[config.mk]
export PLATFORM = sky130hd
export DESIGN_NAME = asbp_host
export DESIGN_NICKNAME = d
export VERILOG_FILES = /design/src/asbp_pkg.sv /design/src/asbp_host.sv
export VERILOG_INCLUDE_DIRS = /design/src /design/src/src
export SDC_FILE = /design/constraint.sdc
export NUM_CORES = 1
export LEC_CHECK = 0
export BUFFER_PORTS_ARGS = -buffer_cell sky130_fd_sc_hd__buf_2
export CAP_MARGIN = 15
export CORE_ASPECT_RATIO = 1.4
export CORE_MARGIN = 3
export CORE_UTILIZATION = 30
export CTS_BUF_LIST = sky130_fd_sc_hd__clkbuf_2 sky130_fd_sc_hd__clkbuf_4 sky130_fd_sc_hd__clkbuf_8
export DETAILED_ROUTE_END_ITERATION = 16
export MAX_ROUTING_LAYER = met4
export PLACE_DENSITY = 0.6
export SLEW_MARGIN = 20
export SYNTH_ARGS = -nofsm -noshare
export SYNTH_HDL_FRONTEND = slang
export SYNTH_SLANG_ARGS = --single-unit
[constraint.sdc]
create_clock -name clk -period 2.2 [get_ports clk]
set_input_delay 0.11 -clock clk [delete_from_list [all_inputs] [get_ports clk]]
set_output_delay 0.11 -clock clk [all_outputs]
set_load 0.05 [all_outputs]
[src/asbp_params.svh]
// Function
// Host keeps write strobe high during every read cycle.
// Read data valid 35 ns after address or chip select fall.
// Read data valid 15 ns after output drive falls.
// Device holds old read data 3 ns after address change.
// Device drives data no sooner than 3 ns after chip select falls.
// Device releases data 15 ns after chip select, 10 ns after output drive rise.
// Write happens only while chip select and write strobe both low.
// Output drive falling with or after strobe keeps data lines released.
// Chip select and write strobe stay high 2 ns before reassertion.
// Chip select falls and address changes spaced by 35 ns cycle.
// Address valid at write start, 18 or 20 ns before write end.
// Write strobe held low at least 15 ns.
// Write data valid 10 ns before write end, held 0 ns after.
// Device releases data 12 ns after strobe falls, drives 3 ns after rise.
// Address stable 12 ns after write ends.
// Chip select low at least 15 ns before write end.
// Chip select rising with or before strobe keeps data released.
// No access for 2 ms after supply reaches minimum.
// Host holds chip select and strobe high past startup interval.
// Memory is 524288 bytes, 19-bit address, one byte per access.
`ifndef ASBP_PARAMS_SVH
`define ASBP_PARAMS_SVH
`define ASBP_CLK_PS 8000
`define ASBP_CYCLE_NS 35
`define ASBP_READ_ACC_NS 35
`define ASBP_OE_ACC_NS 15
`define ASBP_OE_HIZ_NS 10
`define ASBP_ADDR_END_NS 20
`define ASBP_WE_PULSE_NS 15
`define ASBP_DATA_SETUP_NS 10
`define ASBP_RECOVERY_NS 12
`define ASBP_HIGH_NS 2
`define ASBP_STARTUP_MS 2
`define ASBP_CEIL(ns) ((((ns) * 1000) + `ASBP_CLK_PS - 1) / `ASBP_CLK_PS)
`define ASBP_STARTUP_CYC (`ASBP_STARTUP_MS * 1000 * 1000 * 1000 / `ASBP_CLK_PS)
`define ASBP_CNT_W 18
`define ASBP_CYC_ZERO 18'h00000
`define ASBP_ADDR_ZERO 19'h00000
`define ASBP_BYTE_ZERO 8'h00
`endif

[src/asbp_pkg.sv]
package asbp_pkg;
   typedef struct packed
   {
      logic write;
      logic [18:0] addr;
      logic [7:0] wdata;
   } asbp_req_t;

   typedef struct packed
   {
      logic cs_n;
      logic we_n;
      logic oe_n;
   } asbp_ctl_t;

   typedef enum logic [2:0]
   {
      ASBP_BOOT = 3'b000,
      ASBP_IDLE = 3'b001,
      ASBP_RD = 3'b010,
      ASBP_WR = 3'b011,
      ASBP_REC = 3'b100
   } asbp_state_t;
endpackage

[src/asbp_host.sv]
`timescale 1ns/10ps
`default_nettype none
`include "asbp_params.svh"
module asbp_host
#(
   // Startup length in clocks; a bench may shorten it to keep runs short.
   parameter int unsigned BOOT_CYCLES = `ASBP_STARTUP_CYC
)
(
   input wire logic clk,
   input wire logic resetn,
   input wire logic req_valid,
   input wire asbp_pkg::asbp_req_t req,
   output logic req_ready,
   output logic rsp_valid,
   output logic [7:0] rsp_data,
   output logic [18:0] mem_addr,
   output asbp_pkg::asbp_ctl_t mem_ctl,
   output logic [7:0] mem_dq_out,
   output logic mem_dq_oe,
   input wire logic [7:0] mem_dq_in
);
   // ----------------------------------------------------------------
   // Timing counts
   // ----------------------------------------------------------------
   // Read waits for the slower of address access and enable access.
   localparam logic [`ASBP_CNT_W-1:0] RD_CYC = `ASBP_CNT_W'(`ASBP_CEIL(`ASBP_READ_ACC_NS));
   // Strobe width covers pulse, data setup and address-to-end figures.
   localparam logic [`ASBP_CNT_W-1:0] WR_CYC = `ASBP_CNT_W'(`ASBP_CEIL(`ASBP_ADDR_END_NS));
   // Recovery covers address hold after write, output release and the high time.
   localparam logic [`ASBP_CNT_W-1:0] REC_CYC = `ASBP_CNT_W'(`ASBP_CEIL(`ASBP_RECOVERY_NS));
   localparam logic [`ASBP_CNT_W-1:0] BOOT_CYC = `ASBP_CNT_W'(BOOT_CYCLES);
   localparam logic [`ASBP_CNT_W-1:0] ONE = `ASBP_CNT_W'(1);

   asbp_pkg::asbp_state_t state_q, state_d;
   logic [`ASBP_CNT_W-1:0] cnt_q, cnt_d;
   logic [18:0] addr_q, addr_d;
   logic [7:0] wdata_q, wdata_d, rdata_q, rdata_d;
   asbp_pkg::asbp_ctl_t ctl_q, ctl_d;
   logic oe_q, oe_d, ready_q, ready_d, rvalid_q, rvalid_d;

   // ----------------------------------------------------------------
   // Sequencer
   // ----------------------------------------------------------------
   always_comb
   begin
      state_d = state_q;
      cnt_d = cnt_q;
      addr_d = addr_q;
      wdata_d = wdata_q;
      rdata_d = rdata_q;
      ctl_d = ctl_q;
      oe_d = oe_q;
      ready_d = 1'b0;
      rvalid_d = 1'b0;
      case (state_q)
         asbp_pkg::ASBP_BOOT:
         begin
            // Controls stay high while the memory starts up.
            ctl_d = '{cs_n: 1'b1, we_n: 1'b1, oe_n: 1'b1};
            cnt_d = cnt_q + ONE;
            if (cnt_q >= BOOT_CYC)
            begin
               state_d = asbp_pkg::ASBP_IDLE;
               cnt_d = `ASBP_CYC_ZERO;
               ready_d = 1'b1;
            end
         end
         asbp_pkg::ASBP_IDLE:
         begin
            ready_d = 1'b1;
            if (req_valid && ready_q)
            begin
               ready_d = 1'b0;
               // Address is placed together with chip select, zero setup.
               addr_d = req.addr;
               wdata_d = req.wdata;
               cnt_d = ONE;
               if (req.write)
               begin
                  // Output drive stays high so the device keeps its bus released.
                  ctl_d = '{cs_n: 1'b0, we_n: 1'b0, oe_n: 1'b1};
                  oe_d = 1'b1;
                  state_d = asbp_pkg::ASBP_WR;
               end
               else
               begin
                  // The host leaves its driver off, so the device may turn on at will.
                  ctl_d = '{cs_n: 1'b0, we_n: 1'b1, oe_n: 1'b0};
                  state_d = asbp_pkg::ASBP_RD;
               end
            end
         end
         asbp_pkg::ASBP_RD:
         begin
            cnt_d = cnt_q + ONE;
            if (cnt_q >= RD_CYC)
            begin
               // Sampled before the address moves, so no output hold margin is spent.
               rdata_d = mem_dq_in;
               rvalid_d = 1'b1;
               ctl_d = '{cs_n: 1'b1, we_n: 1'b1, oe_n: 1'b1};
               cnt_d = ONE;
               state_d = asbp_pkg::ASBP_REC;
            end
         end
         asbp_pkg::ASBP_WR:
         begin
            cnt_d = cnt_q + ONE;
            if (cnt_q >= WR_CYC)
            begin
               // Both rise together, so the device never turns its driver on.
               ctl_d = '{cs_n: 1'b1, we_n: 1'b1, oe_n: 1'b1};
               cnt_d = ONE;
               state_d = asbp_pkg::ASBP_REC;
            end
         end
         default:
         begin
            // Data is held one cycle past the write end, address until recovery ends.
            oe_d = 1'b0;
            cnt_d = cnt_q + ONE;
            if (cnt_q >= REC_CYC)
            begin
               state_d = asbp_pkg::ASBP_IDLE;
               cnt_d = `ASBP_CYC_ZERO;
               ready_d = 1'b1;
            end
         end
      endcase
   end

   always_ff @(posedge clk)
   begin
      if (!resetn)
      begin
         state_q <= asbp_pkg::ASBP_BOOT;
         cnt_q <= `ASBP_CYC_ZERO;
         addr_q <= `ASBP_ADDR_ZERO;
         wdata_q <= `ASBP_BYTE_ZERO;
         rdata_q <= `ASBP_BYTE_ZERO;
         ctl_q <= '{cs_n: 1'b1, we_n: 1'b1, oe_n: 1'b1};
         oe_q <= 1'b0;
         ready_q <= 1'b0;
         rvalid_q <= 1'b0;
      end
      else
      begin
         state_q <= state_d;
         cnt_q <= cnt_d;
         addr_q <= addr_d;
         wdata_q <= wdata_d;
         rdata_q <= rdata_d;
         ctl_q <= ctl_d;
         oe_q <= oe_d;
         ready_q <= ready_d;
         rvalid_q <= rvalid_d;
      end
   end

   assign req_ready = ready_q;
   assign rsp_valid = rvalid_q;
   assign rsp_data = rdata_q;
   assign mem_addr = addr_q;
   assign mem_ctl = ctl_q;
   assign mem_dq_out = wdata_q;
   assign mem_dq_oe = oe_q;
endmodule
`default_nettype wire

**After elaboration in Yosys (flattened, before gate mapping)**

Index checks and enable logic that the tools add are counted.

- Flip-flop bits (word level): 62
- Input port bits: 39
- Output and inout bits: 41
- Word-level logic and storage cells: 63

- Add/sub/neg operators: 1
- $lt $le $gt $ge: 4
- Equal/unequal tests: 8
- Muxes and demuxes: 26
- Bitwise gates (word level): 1
- Reductions and logical operators: 12

Operators with widths:

| operator | count |
|---|---|
| $mux W18 | 5 |
| $pmux W18 S4 | 1 |
| $ge A18 B2 Y1 const B | 2 |
| $mux W3 | 8 |
| $pmux W3 S4 | 2 |
| $add A18 B1 Y18 const B | 1 |
| $ge A18 B18 Y1 const B | 1 |
| $ge A18 B3 Y1 const B | 1 |
| $ne A2 B2 Y1 const B | 5 |
| $mux W1 | 7 |
| $eq A3 B2 Y1 const B | 2 |
| $reduce_and A2 Y1 | 3 |
| $reduce_and A5 Y1 | 1 |
| $reduce_bool A5 Y1 | 1 |
| $reduce_and A4 Y1 | 1 |
| $reduce_bool A4 Y1 | 1 |
| $eq A3 B1 Y1 const B | 1 |
| $logic_not A3 Y1 | 1 |
| $pmux W1 S3 | 1 |
| $reduce_and A3 Y1 | 1 |
| $reduce_or A3 Y1 | 1 |
| $mux W2 | 1 |
| $pmux W1 S2 | 1 |
| $reduce_or A2 Y1 | 1 |
| 2 further kinds | 2 |

**Logic depth before layout (Yosys ltp)**

Gate-level depths: netlist of the first run.

- Depth in word-level cells: 4
- Mapped depth: 9

**Worst setup path after synthesis of the first run**

Ideal clock, no wire load.

- Kind: reg-to-reg
- Start point: reg cnt_q[8]
- End point: reg cnt_q[15]
- Library setup time: 0.062 ns
- Arrival: 1.887 ns
- Required time: 2.138 ns
- Setup slack: 0.251 ns
- Stages on the path, launching flop included: 7
- Buffers on the path: 0
- Path through: dfxtp_1 -> or4_4 -> nor3_2 -> o211ai_1 -> a21oi_2 -> or3b_1 -> nand3_1

- Cells in the longest elaborated chain, start to end: 3
- Elaborated cells on any way between the ends: 10

RTL lines:

| what | line | RTL |
|---|---|---|
| from (decl) | asbp_host.sv:36 | `` logic [`ASBP_CNT_W-1:0] cnt_q, cnt_d; `` |
| from (signal assigned) | asbp_host.sv:138 | `` cnt_q <= `ASBP_CYC_ZERO; `` |
| from (signal assigned) | asbp_host.sv:150 | `cnt_q <= cnt_d;` |
| $add A18 B1 Y18, or another cell as far along | -- |  |
| $mux W18 (on tied branches) | -- |  |
| $pmux W18 S4 * | asbp_host.sv:56 | `case (state_q)` |

Mark *: on every way between the ends. The rest lies on a longest branch, timed or not.
A chain may end at the register's enable or synchronous reset.

**Worst setup path in the final report of the first run**

- Start point: reg cnt_q[0]
- End point: reg cnt_q[16]

Same word-level chain as after synthesis.

==> out/metrics.cfg, run 1 <==
[drt]
drc_errors=0
wire_per_inst_um=13.50
firstDrtPassIters=4
vias=2762
ant_nets=0
totalWireLength_um=7477
first_iter_violations=125
via_per_inst=4.986

[clock_network]
clkTransAtPathRegs_ns=0.07
cts.sinks=62
cts_tree=yes
clk_latency_ns=0.33
clockBufferDepth=2
cts_root_buf=clkbuf_8
cts_inserted_buffers=9
htreeDepth=3

[cells_and_area]
area_delta_synth_final_pct=37.92
nets=487
drive_gt1_frac=0.3096
fin_util=0.4322
n_antenna_cell=0
final_cells=554

[sta]
maxSlewHeadroom=0.6325
fmax_mhz=470.6
fin_crit_sh=0.9659
finalSetupTns_ns=0
final-setup-viol-count=0
skew_ns=0.004667
tightest_slew_ns=0.5507
finalHoldViolCount=0
setup_ws_ns=0.07493
fin_crit_ns=2.125
drv_slew=0

[synthesis]
netlist_area_um2=2729
syn-num-nets=375
synth_top_area_share=0.4548
synth_ff_type=dfxtp_1
syn-mean-instance-area_um2=8.219
yosysMostFrequentCell=nand2_1
synth_area_leaders=dfxtp_1, nand2_1, a21oi_1
yosysTopAreaCell=dfxtp_1
ys_ff_latch=62
synth-edff-count=0
async_flop_share=0
yosysWarnings=0
synth_cell_types=49
synth_cells=332
synth_common_cells=nand2_1, dfxtp_1, a21oi_1
ys_seq_area_frac=0.4548

[floorplan]
dieArea_um2=10290
core_area_um2=8708
io_pins=80
die_y_um=118.8
rows=40
initial_core_util=0.3134
die_w_um=86.61

[critical_path]
setup.worst_path.class=reg -> reg
crit_fanout=6
worstPathRequired_ns=2.41
path_delay_family=simple AND/OR/NAND/NOR gates
slowest_delay_ns=0.52
cp-startpoint=cnt_q[0]$_SDFFE_PN0P_
reg2reg_from=cnt_q[0]$_SDFFE_PN0P_
cpMaxStageDelayCell=or3b_2
rrSetupSlack_ns=0.07
worst_setup_path_start_kind=register
cp.arrival_ns=2.33
cp_cell_sequence=ha_1 -> and3_1 -> and3_1 -> or3b_2 -> nor3_1 -> a211o_1 -> o41ai_2
cp-end-kind=register
worstPathBufferInverterCount=0
path_common_cell=and3_1

[placed_design]
port_buffers=79
gp_congestion=0.8616
dp_hpwl_um=5405
dp_cells=524
pre_cts_ws_ns=0.04558

[pwr]
ir_worst_vdd_v=0.0006140
p_leak_nw=1.598
total_power_mw=2.676
power.density_nw_per_um2=711.1

[grt]
grt_pass1_vias=2692
grt_start_max_net_pins=25
track_usage=0.1507
antenna_found_initial=0
grt_pass1_wl_um=12150
grt_overflow=0

[run_status]
status=completed

[hold_path]
min_path_type=in -> reg
hold_start=req[24]

[flow_run]
maxCapViolations=0

worst reg2reg max path, cell delays in order, from the launching register on:
cell and delay, ns:
dfxtp_1 0.42, ha_1 0.28, and3_1 0.21, and3_1 0.22
or3b_2 0.52, nor3_1 0.15, a211o_1 0.13, o41ai_2 0.07
metrics by stage:
step	hold WS (ns)	area, um2
after global routing	0.007079	3764
after CTS	0.0001590	3687
after detailed placement	0.3556	3368
after floorplan	0.2460	2729
final	0.01582	3764
after global placement	0.3488	3368
path summary, 6_finish.rpt:
| check | to | cells past startpoint |
|---|---|---|
| setup / recovery | cnt_q[16]$_SDFFE_PN0P_ | 7 |
| hold / removal | mem_addr[16]$_SDFFE_PN0P_ | 3 |
| setup reg to reg | cnt_q[16]$_SDFFE_PN0P_ | 7 |
| hold reg to reg | mem_addr[17]$_SDFFE_PN0P_ | 2 |
report_power, final:
| group | internal, mW | leakage, nW | switching (mW) | total [mW] |
|---|---|---|---|---|
| Clock | 0.609 | 0.106 | 0.416 | 1.02 |
| Combinational | 0.202 | 0.990 | 0.240 | 0.442 |
| Sequential | 1.16 | 0.502 | 0.0486 | 1.21 |
sequential cells by signal, indices dropped and copies added (netlist names):
name / flops
cnt_q: 18
rsp_data: 8
mem_dq_oe: 1
req_ready: 1
mem_dq_out: 8
mem_addr: 19
rsp_valid: 1
state_q: 3
mem_ctl: 3
cell families after synthesis:
| logic type | synth area share |
|---|---|
| multiplexers | 0.03668 |
| AO/OA/AOI/OAI | 0.1751 |
| adder cells (fa/ha/maj) | 0.01834 |
| XOR/XNOR | 0.009630 |
| AND/OR/NAND/NOR | 0.2710 |
| buffers and inverters | 0.03439 |
| flip-flops | 0.4548 |
metal layers:
layer	vias up	share of wire	GRT usage	routed length, um
met5	-	0	-	0
met4	0	0.019	0.06530	141
met3	15	0.040	0.03668	300
met2	79	0.51	0.2553	3845
met1	1290	0.43	0.1653	3190
li1	1378	-	-	-
cell type report:
class	count	area [um2]
clock buffers	13	166.4
clock inverters	3	42.54
fillers	885	4945
inverters	9	33.78
multi-input cells	247	1448
flip-flops and latches	62	1245
well taps	105	131.4
repair buffers	115	696.9
what timing repair did:
item                       CTS  global route
hold buffers                11             0
buffers inserted             0             2
setup endpoints to repair    0            22
resized for setup            0            13
hold endpoints to repair    11             0
placed cells by master, fill, tap and decap left out, types with 4 or more instances in the layout:
master,Yosys,layout
a21o_1,4,4
nor2_1,25,24
nand4_1,4,4
a21oi_1,32,32
dfxtp_1,62,59
buf_4,1,23
nor3_1,4,4
o21ai_1,5,5
o21ai_0,5,5
and3_1,8,8
ha_1,4,4
nand3_1,14,14
nand2_1,74,74
inv_1,8,8
dlygate4sd3_1,0,11
buf_2,3,79
mux2i_1,10,10
clkbuf_8,0,11
and2_1,6,6
o211ai_1,4,4
No activity file was read; power rests on OpenSTA's default activity.
==> run 2: changes to the inputs <==
Settings changed: CTS_BUF_LIST sky130_fd_sc_hd__clkbuf_2 sky130_fd_sc_hd__clkbuf_4 sky130_fd_sc_hd__clkbuf_8 to default.
==> run 2 against run 1 <==
Worst setup slack improved by 0.026 ns. Sequential power about the same. Register-to-register slack better by 0.03 ns. Clock power up 37%. Sequential cell count is the same. Combinational power fell by 5.4%. Maximum frequency rose by 1.2%. Core utilization decreased by 0.50 points. Die area unchanged. Non-clock buffer count down 13.
==> out/metrics.cfg, run 2 (synthesis gave the netlist of run 1 again) <==
[critical_path]
setup.worst_path.class=reg -> reg
crit_fanout=6  ; unchanged
cp.arrival_ns=2.30  ; -0.03 ns
cpMaxStageDelayCell=or3b_2
worstPathRequired_ns=2.40  ; about the same
path_delay_family=simple AND/OR/NAND/NOR gates
path_common_cell=and3_1
cp-end-kind=register
cp_cell_sequence=ha_1 -> and3_1 -> and3_1 -> or3b_2 -> nor3_1 -> a211o_1 -> o41ai_2
worstPathBufferInverterCount=0  ; unchanged
slowest_delay_ns=0.52  ; about the same
worst_setup_path_start_kind=register

[pwr]
ir_worst_vdd_v=0.0005119  ; -17%
p_leak_nw=1.585  ; -0.83%
power.density_nw_per_um2=813.7  ; +14%

[sta]
fmax_mhz=476.4  ; +1.2%
drv_slew=0  ; unchanged
whs_ns=0.02297  ; +0.007141 ns
fin_crit_ns=2.099  ; -0.02598 ns
maxSlewHeadroom=0.6233  ; -0.009196
skew_ns=0.004166  ; -0.0005009 ns
rsz0062_at_grt=yes
finalHoldViolCount=0  ; unchanged
tightest_slew_ns=0.5645  ; +0.01378 ns
fin_crit_sh=0.9541  ; -0.01181
final-setup-viol-count=0  ; unchanged

[flow_run]
maxCapViolations=0  ; unchanged

[clock_network]
htreeDepth=3  ; unchanged
cts.sinks=62  ; unchanged
clk_latency_ns=0.32  ; about the same
cts-hold-fix-buffers=0  ; -11
cts_inserted_buffers=9  ; unchanged
cts_root_buf=clkbuf_16
clockBufferDepth=2  ; unchanged
cts_tree=yes
clkTransAtPathRegs_ns=0.05  ; -0.02 ns

[cells_and_area]
multi_input_area_um2=1439  ; -0.61%
area_delta_synth_final_pct=36.31
fin_area_um2=3720  ; -1.2%
layout_commonest_cell=buf_2
drive_gt1_frac=0.2982  ; -0.01141
layout_common_cells=buf_2, nand2_1, dfxtp_1, a21oi_1, nor2_1
seq_area_um2=1241  ; -0.30%
largest_register_ffs=19  ; unchanged
n_antenna_cell=0  ; unchanged
nets=474  ; -2.7%
fillers=895  ; +1.1%

[floorplan]
core_area_um2=8708  ; unchanged
initial_core_util=0.3134  ; unchanged
rows=40  ; unchanged
io_pins=80  ; unchanged
die_w_um=86.61  ; unchanged
dieArea_um2=10290  ; unchanged
die_y_um=118.8  ; unchanged

[drt]
wire_per_inst_um=13.41  ; -0.61%
via_per_inst=4.954  ; -0.64%
drc_errors=0  ; unchanged
firstDrtPassIters=5  ; +1
first_iter_violations=112  ; -10%
vias=2680  ; -3.0%
ant_nets=0  ; unchanged
totalWireLength_um=7257  ; -2.9%

[hold_path]
min_path_type=in -> reg

[grt]
grt_pass1_vias=2637  ; -2.0%
grt_pass1_wl_um=12120  ; -0.22%
grt_start_max_net_pins=25  ; unchanged
grt_overflow=0  ; unchanged
antenna_found_initial=0  ; unchanged
track_usage=0.1521  ; +0.001476

[placed_design]
dpl_cell_area_um2=3368  ; unchanged
gp_congestion=0.8616  ; unchanged
port_buffers=79  ; unchanged
dp_hpwl_um=5405  ; unchanged

[run_status]
status=completed

-- run 2: changes by cell type in the layout (fill, tap and decap cells not counted), sizes merged --
cell | before | now
buf | 103 | 102
clkbuf | 14 | 13
dlygate4sd3 | 11 | 0
-- run 2: cell type report --
cell class / count / area share
multi-input cells: 247 / 0.3868
flip-flops and latches: 62 / 0.3337
repair buffers: 102 / 0.1537
clock buffers: 13 / 0.06996
well taps: 105 / 0.03532
clock inverters: 3 / 0.01144
inverters: 9 / 0.009082
-- run 2: what timing repair did --
item | CTS | global route
resized for setup | 0 | 7
setup buffers | 0 | 1
setup endpoints to repair | 0 | 23
-- run 2: worst reg2reg max path, cell delays in order (launching register included) --
cell and delay, ns:
dfxtp_1 0.42, ha_1 0.27, and3_1 0.20, and3_1 0.21, or3b_2 0.52, nor3_1 0.15
a211o_1 0.13, o41ai_2 0.07
-- run 2: per-stage QoR --
| step | power (mW) | setup slack, ns | instances | setup TNS [ns] | utilization |
|---|---|---|---|---|---|
| 2_1_floorplan | 1.494 | 0.2510 | 332 | 0 | - |
| 3_3_place_gp | 1.629 | 0.09732 | 524 | 0 | 0.3868 |
| 3_5_place_dp | 1.643 | 0.04558 | 524 | 0 | 0.3868 |
| 4_1_cts | 3.056 | 0.05025 | 540 | 0 | 0.4216 |
| 5_1_grt | 3.165 | -0.02892 | 541 | -0.05263 | 0.4272 |
| 6_report | 3.027 | 0.1009 | 541 | 0 | 0.4272 |
-- run 2: routing by layer --
metal	track usage	part of all wire	vias to the layer above
li1	-	-	1353
met1	0.1645	0.42	1247
met2	0.2553	0.51	64
met3	0.03253	0.041	16
met4	0.08285	0.027	0
met5	-	0	-
-- run 2: path summary, 6_finish.rpt --
| path | from | end | slack [ns] | cells after the start |
|---|---|---|---|---|
| min reg2reg | mem_addr[17]$_SDFFE_PN0P_ | mem_addr[17]$_SDFFE_PN0P_ | 0.45 | 2 |
| min | mem_dq_in[5] | rsp_data[5]$_SDFFE_PN0P_ | 0.02 | 3 |
| max | cnt_q[0]$_SDFFE_PN0P_ | cnt_q[16]$_SDFFE_PN0P_ | 0.10 | 7 |
| max reg2reg | cnt_q[0]$_SDFFE_PN0P_ | cnt_q[16]$_SDFFE_PN0P_ | 0.10 | 7 |
-- run 2: power by group --
part	leakage (nW)	internal, mW	switching [mW]
sequential	0.500	1.16	0.0479
combinational	0.939	0.186	0.232
clock	0.146	0.935	0.465
total	1.59	2.28	0.744
==> run 3: changes to the inputs <==
Settings changed: CELL_PAD_IN_SITES_DETAIL_PLACEMENT from default to 1, CELL_PAD_IN_SITES_GLOBAL_PLACEMENT from default to 1, PLACE_DENSITY 0.6 to 0.75.
==> run 3 against run 2 <==
Core utilization rose by 0.23 points. Cell area rose by 0.54%. Sequential share of layout area fell by 0.15 points. Maximum frequency fell by 1.8%. Cell count fell by 0.18%. Global-route usage rose by 2.4 points.
==> out/metrics.cfg, run 3 (synthesis gave the netlist of run 1 again) <==
[sta]
skew_ns=0.006652  ; +0.002486 ns
whs_ns=0.01605  ; -0.006911 ns
finalSetupTns_ns=0  ; unchanged
finalHoldViolCount=0  ; unchanged
fmax_mhz=468.0  ; -1.8%
tightest_slew_ns=0.4240  ; -0.1405 ns
drv_slew=0  ; unchanged
fin_crit_ns=2.137  ; +0.03771 ns
final-setup-viol-count=0  ; unchanged
fin_crit_sh=0.9713  ; +0.01714
maxSlewHeadroom=0.7161  ; +0.09284

[floorplan]
dieArea_um2=10290  ; unchanged
core_area_um2=8708  ; unchanged
die_y_um=118.8  ; unchanged
die_w_um=86.61  ; unchanged
io_pins=80  ; unchanged
initial_core_util=0.3134  ; unchanged
rows=40  ; unchanged

[clock_network]
cts.sinks=62  ; unchanged
cts_tree=yes
htreeDepth=3  ; unchanged
cts_inserted_buffers=9  ; unchanged
clkTransAtPathRegs_ns=0.06  ; about the same
clockBufferDepth=2  ; unchanged
clk_latency_ns=0.33  ; about the same
cts_root_buf=clkbuf_16

[critical_path]
cp-end-kind=register
rrSetupSlack_ns=0.06  ; -0.04 ns
crit_fanout=5  ; -1
cp-startpoint=cnt_q[17]$_SDFFE_PN0P_
worst_setup_path_start_kind=register
crit_path_end=cnt_q[15]$_SDFFE_PN0P_
r2r_end=cnt_q[15]$_SDFFE_PN0P_
ff2ff_path_depth=6  ; -1
cp.arrival_ns=2.41  ; +0.11 ns
reg2reg_from=cnt_q[17]$_SDFFE_PN0P_
worstPathRequired_ns=2.47  ; +0.07 ns
setup.worst_path.class=reg -> reg

[pwr]
power.density_nw_per_um2=819.4  ; +0.70%
cellInternalPower_mw=2.230  ; -2.3%
total_power_mw=3.064  ; +1.2%
ir_worst_vdd_v=0.0004671  ; -8.8%
swShare=0.2724  ; +0.02649
p_comb_frac=0.144  ; +0.006
p_leak_nw=1.576  ; -0.58%
power_switching_mw=0.8348  ; +12%
seqPwrFrac=0.394  ; -0.005
clkPwrFrac=0.462  ; about the same

[grt]
antenna_found_initial=0  ; unchanged
grt_pass1_wl_um=14080  ; +16%
grt_start_max_net_pins=29  ; +16%
use_met3=0.03945  ; +0.006920
grt_pass1_vias=3031  ; +15%
track_usage=0.1760  ; +0.02389
grt_overflow=0  ; unchanged
grt_util_met1=0.1776  ; +0.01305
grt_use_met2=0.3132  ; +0.05795
grt-busiest-layer=met2

[cells_and_area]
nets=473  ; -0.21%
n_antenna_cell=0  ; unchanged
largest_register_ffs=19  ; unchanged
fillers=1094  ; +22%
layout_commonest_cell=buf_2
layout_common_cells=buf_2, nand2_1, dfxtp_1, a21oi_1, nor2_1
area_delta_synth_final_pct=37.05
final_cells=540  ; -0.18%
drive_gt1_frac=0.3034  ; +0.005283

[placed_design]
gp_congestion=0.8269  ; -4.0%
port_buffers=79  ; unchanged
dp_hpwl_um=6102  ; +13%
dp_cells=521  ; -0.57%

[drt]
first_iter_violations=106  ; -5.4%
totalWireLength_um=8600  ; +19%
via_per_inst=5.193  ; +4.8%
wire_per_inst_um=15.93  ; +19%
firstDrtPassIters=4  ; -1
drc_errors=0  ; unchanged
vias=2804  ; +4.6%
ant_nets=0  ; unchanged

[hold_path]
min_path_type=in -> reg

[flow_run]
maxCapViolations=0  ; unchanged

[run_status]
status=completed

==> run 3: power by group through the flow <==
stage	registers, mW	logic [mW]	clock network, mW
2_1_floorplan	1.24	0.255	0
3_3_place_gp	1.23	0.404	0
3_5_place_dp	1.23	0.421	0
4_1_cts	1.21	0.429	1.44
5_1_grt	1.21	0.491	1.49
6_report	1.21	0.441	1.42
==> run 3: worst max-delay path, cell delays in order, from the launching register on <==
cell	delay (ns)
dfxtp_1	0.36
or4_4	0.52
nor3_4	0.26
o211ai_1	0.24
a21oi_4	0.24
or3b_1	0.37
nand3_1	0.09
==> run 3: worst min-delay path by stage <==
stage	startpoint	end	slack, ns	depth (start not counted)
finish	req[11]	mem_addr[3]$_SDFFE_PN0P_	0.02	3
global route	req[11]	mem_addr[3]$_SDFFE_PN0P_	0.02	3
CTS	req[19]	mem_addr[11]$_SDFFE_PN0P_	0.009	3
detailed placement	req[22]	mem_addr[14]$_SDFFE_PN0P_	0.36	3
global placement	mem_dq_in[6]	rsp_data[6]$_SDFFE_PN0P_	0.35	3
floorplan	req[8]	mem_addr[0]$_SDFFE_PN0P_	0.25	2
==> run 3: final cells by class <==
cell class	count	area, um2	area share
Timing Repair Buffer	101	576.8	0.1542
Multi-Input combinational cell	247	1456	0.3894
Clock inverter	7	73.82	0.01974
Inverter	9	33.78	0.009033
Clock buffer	9	225.2	0.06022
Sequential cell	62	1242	0.3322
Tap cell	105	131.4	0.03513
==> run 3: per-stage QoR <==
step	setup WS, ns	util	cell area, um2
after global routing	-0.01756	0.4295	3740
final	0.06320	0.4295	3740
after CTS	0.01475	0.4220	3675
after floorplan	0.2510	-	2729
after global placement	0.03334	0.3839	3343
after detailed placement	0.008597	0.3839	3343
==> run 3: metal layers <==
metal,wire (um),share of wire,up-vias
met1,3396,0.39,1360
met4,238,0.028,0
li1,-,-,1353
met5,0,0,-
met3,376,0.044,18
met2,4589,0.53,73
==> run 3: what timing repair did <==
action / in CTS / in global routing
resized for setup: 5 / 9
setup buffers: 0 / 2
setup endpoints to repair: 11 / 18
gates cloned: 0 / 1
pin swaps: 0 / 7
hold buffers: 0 / 0
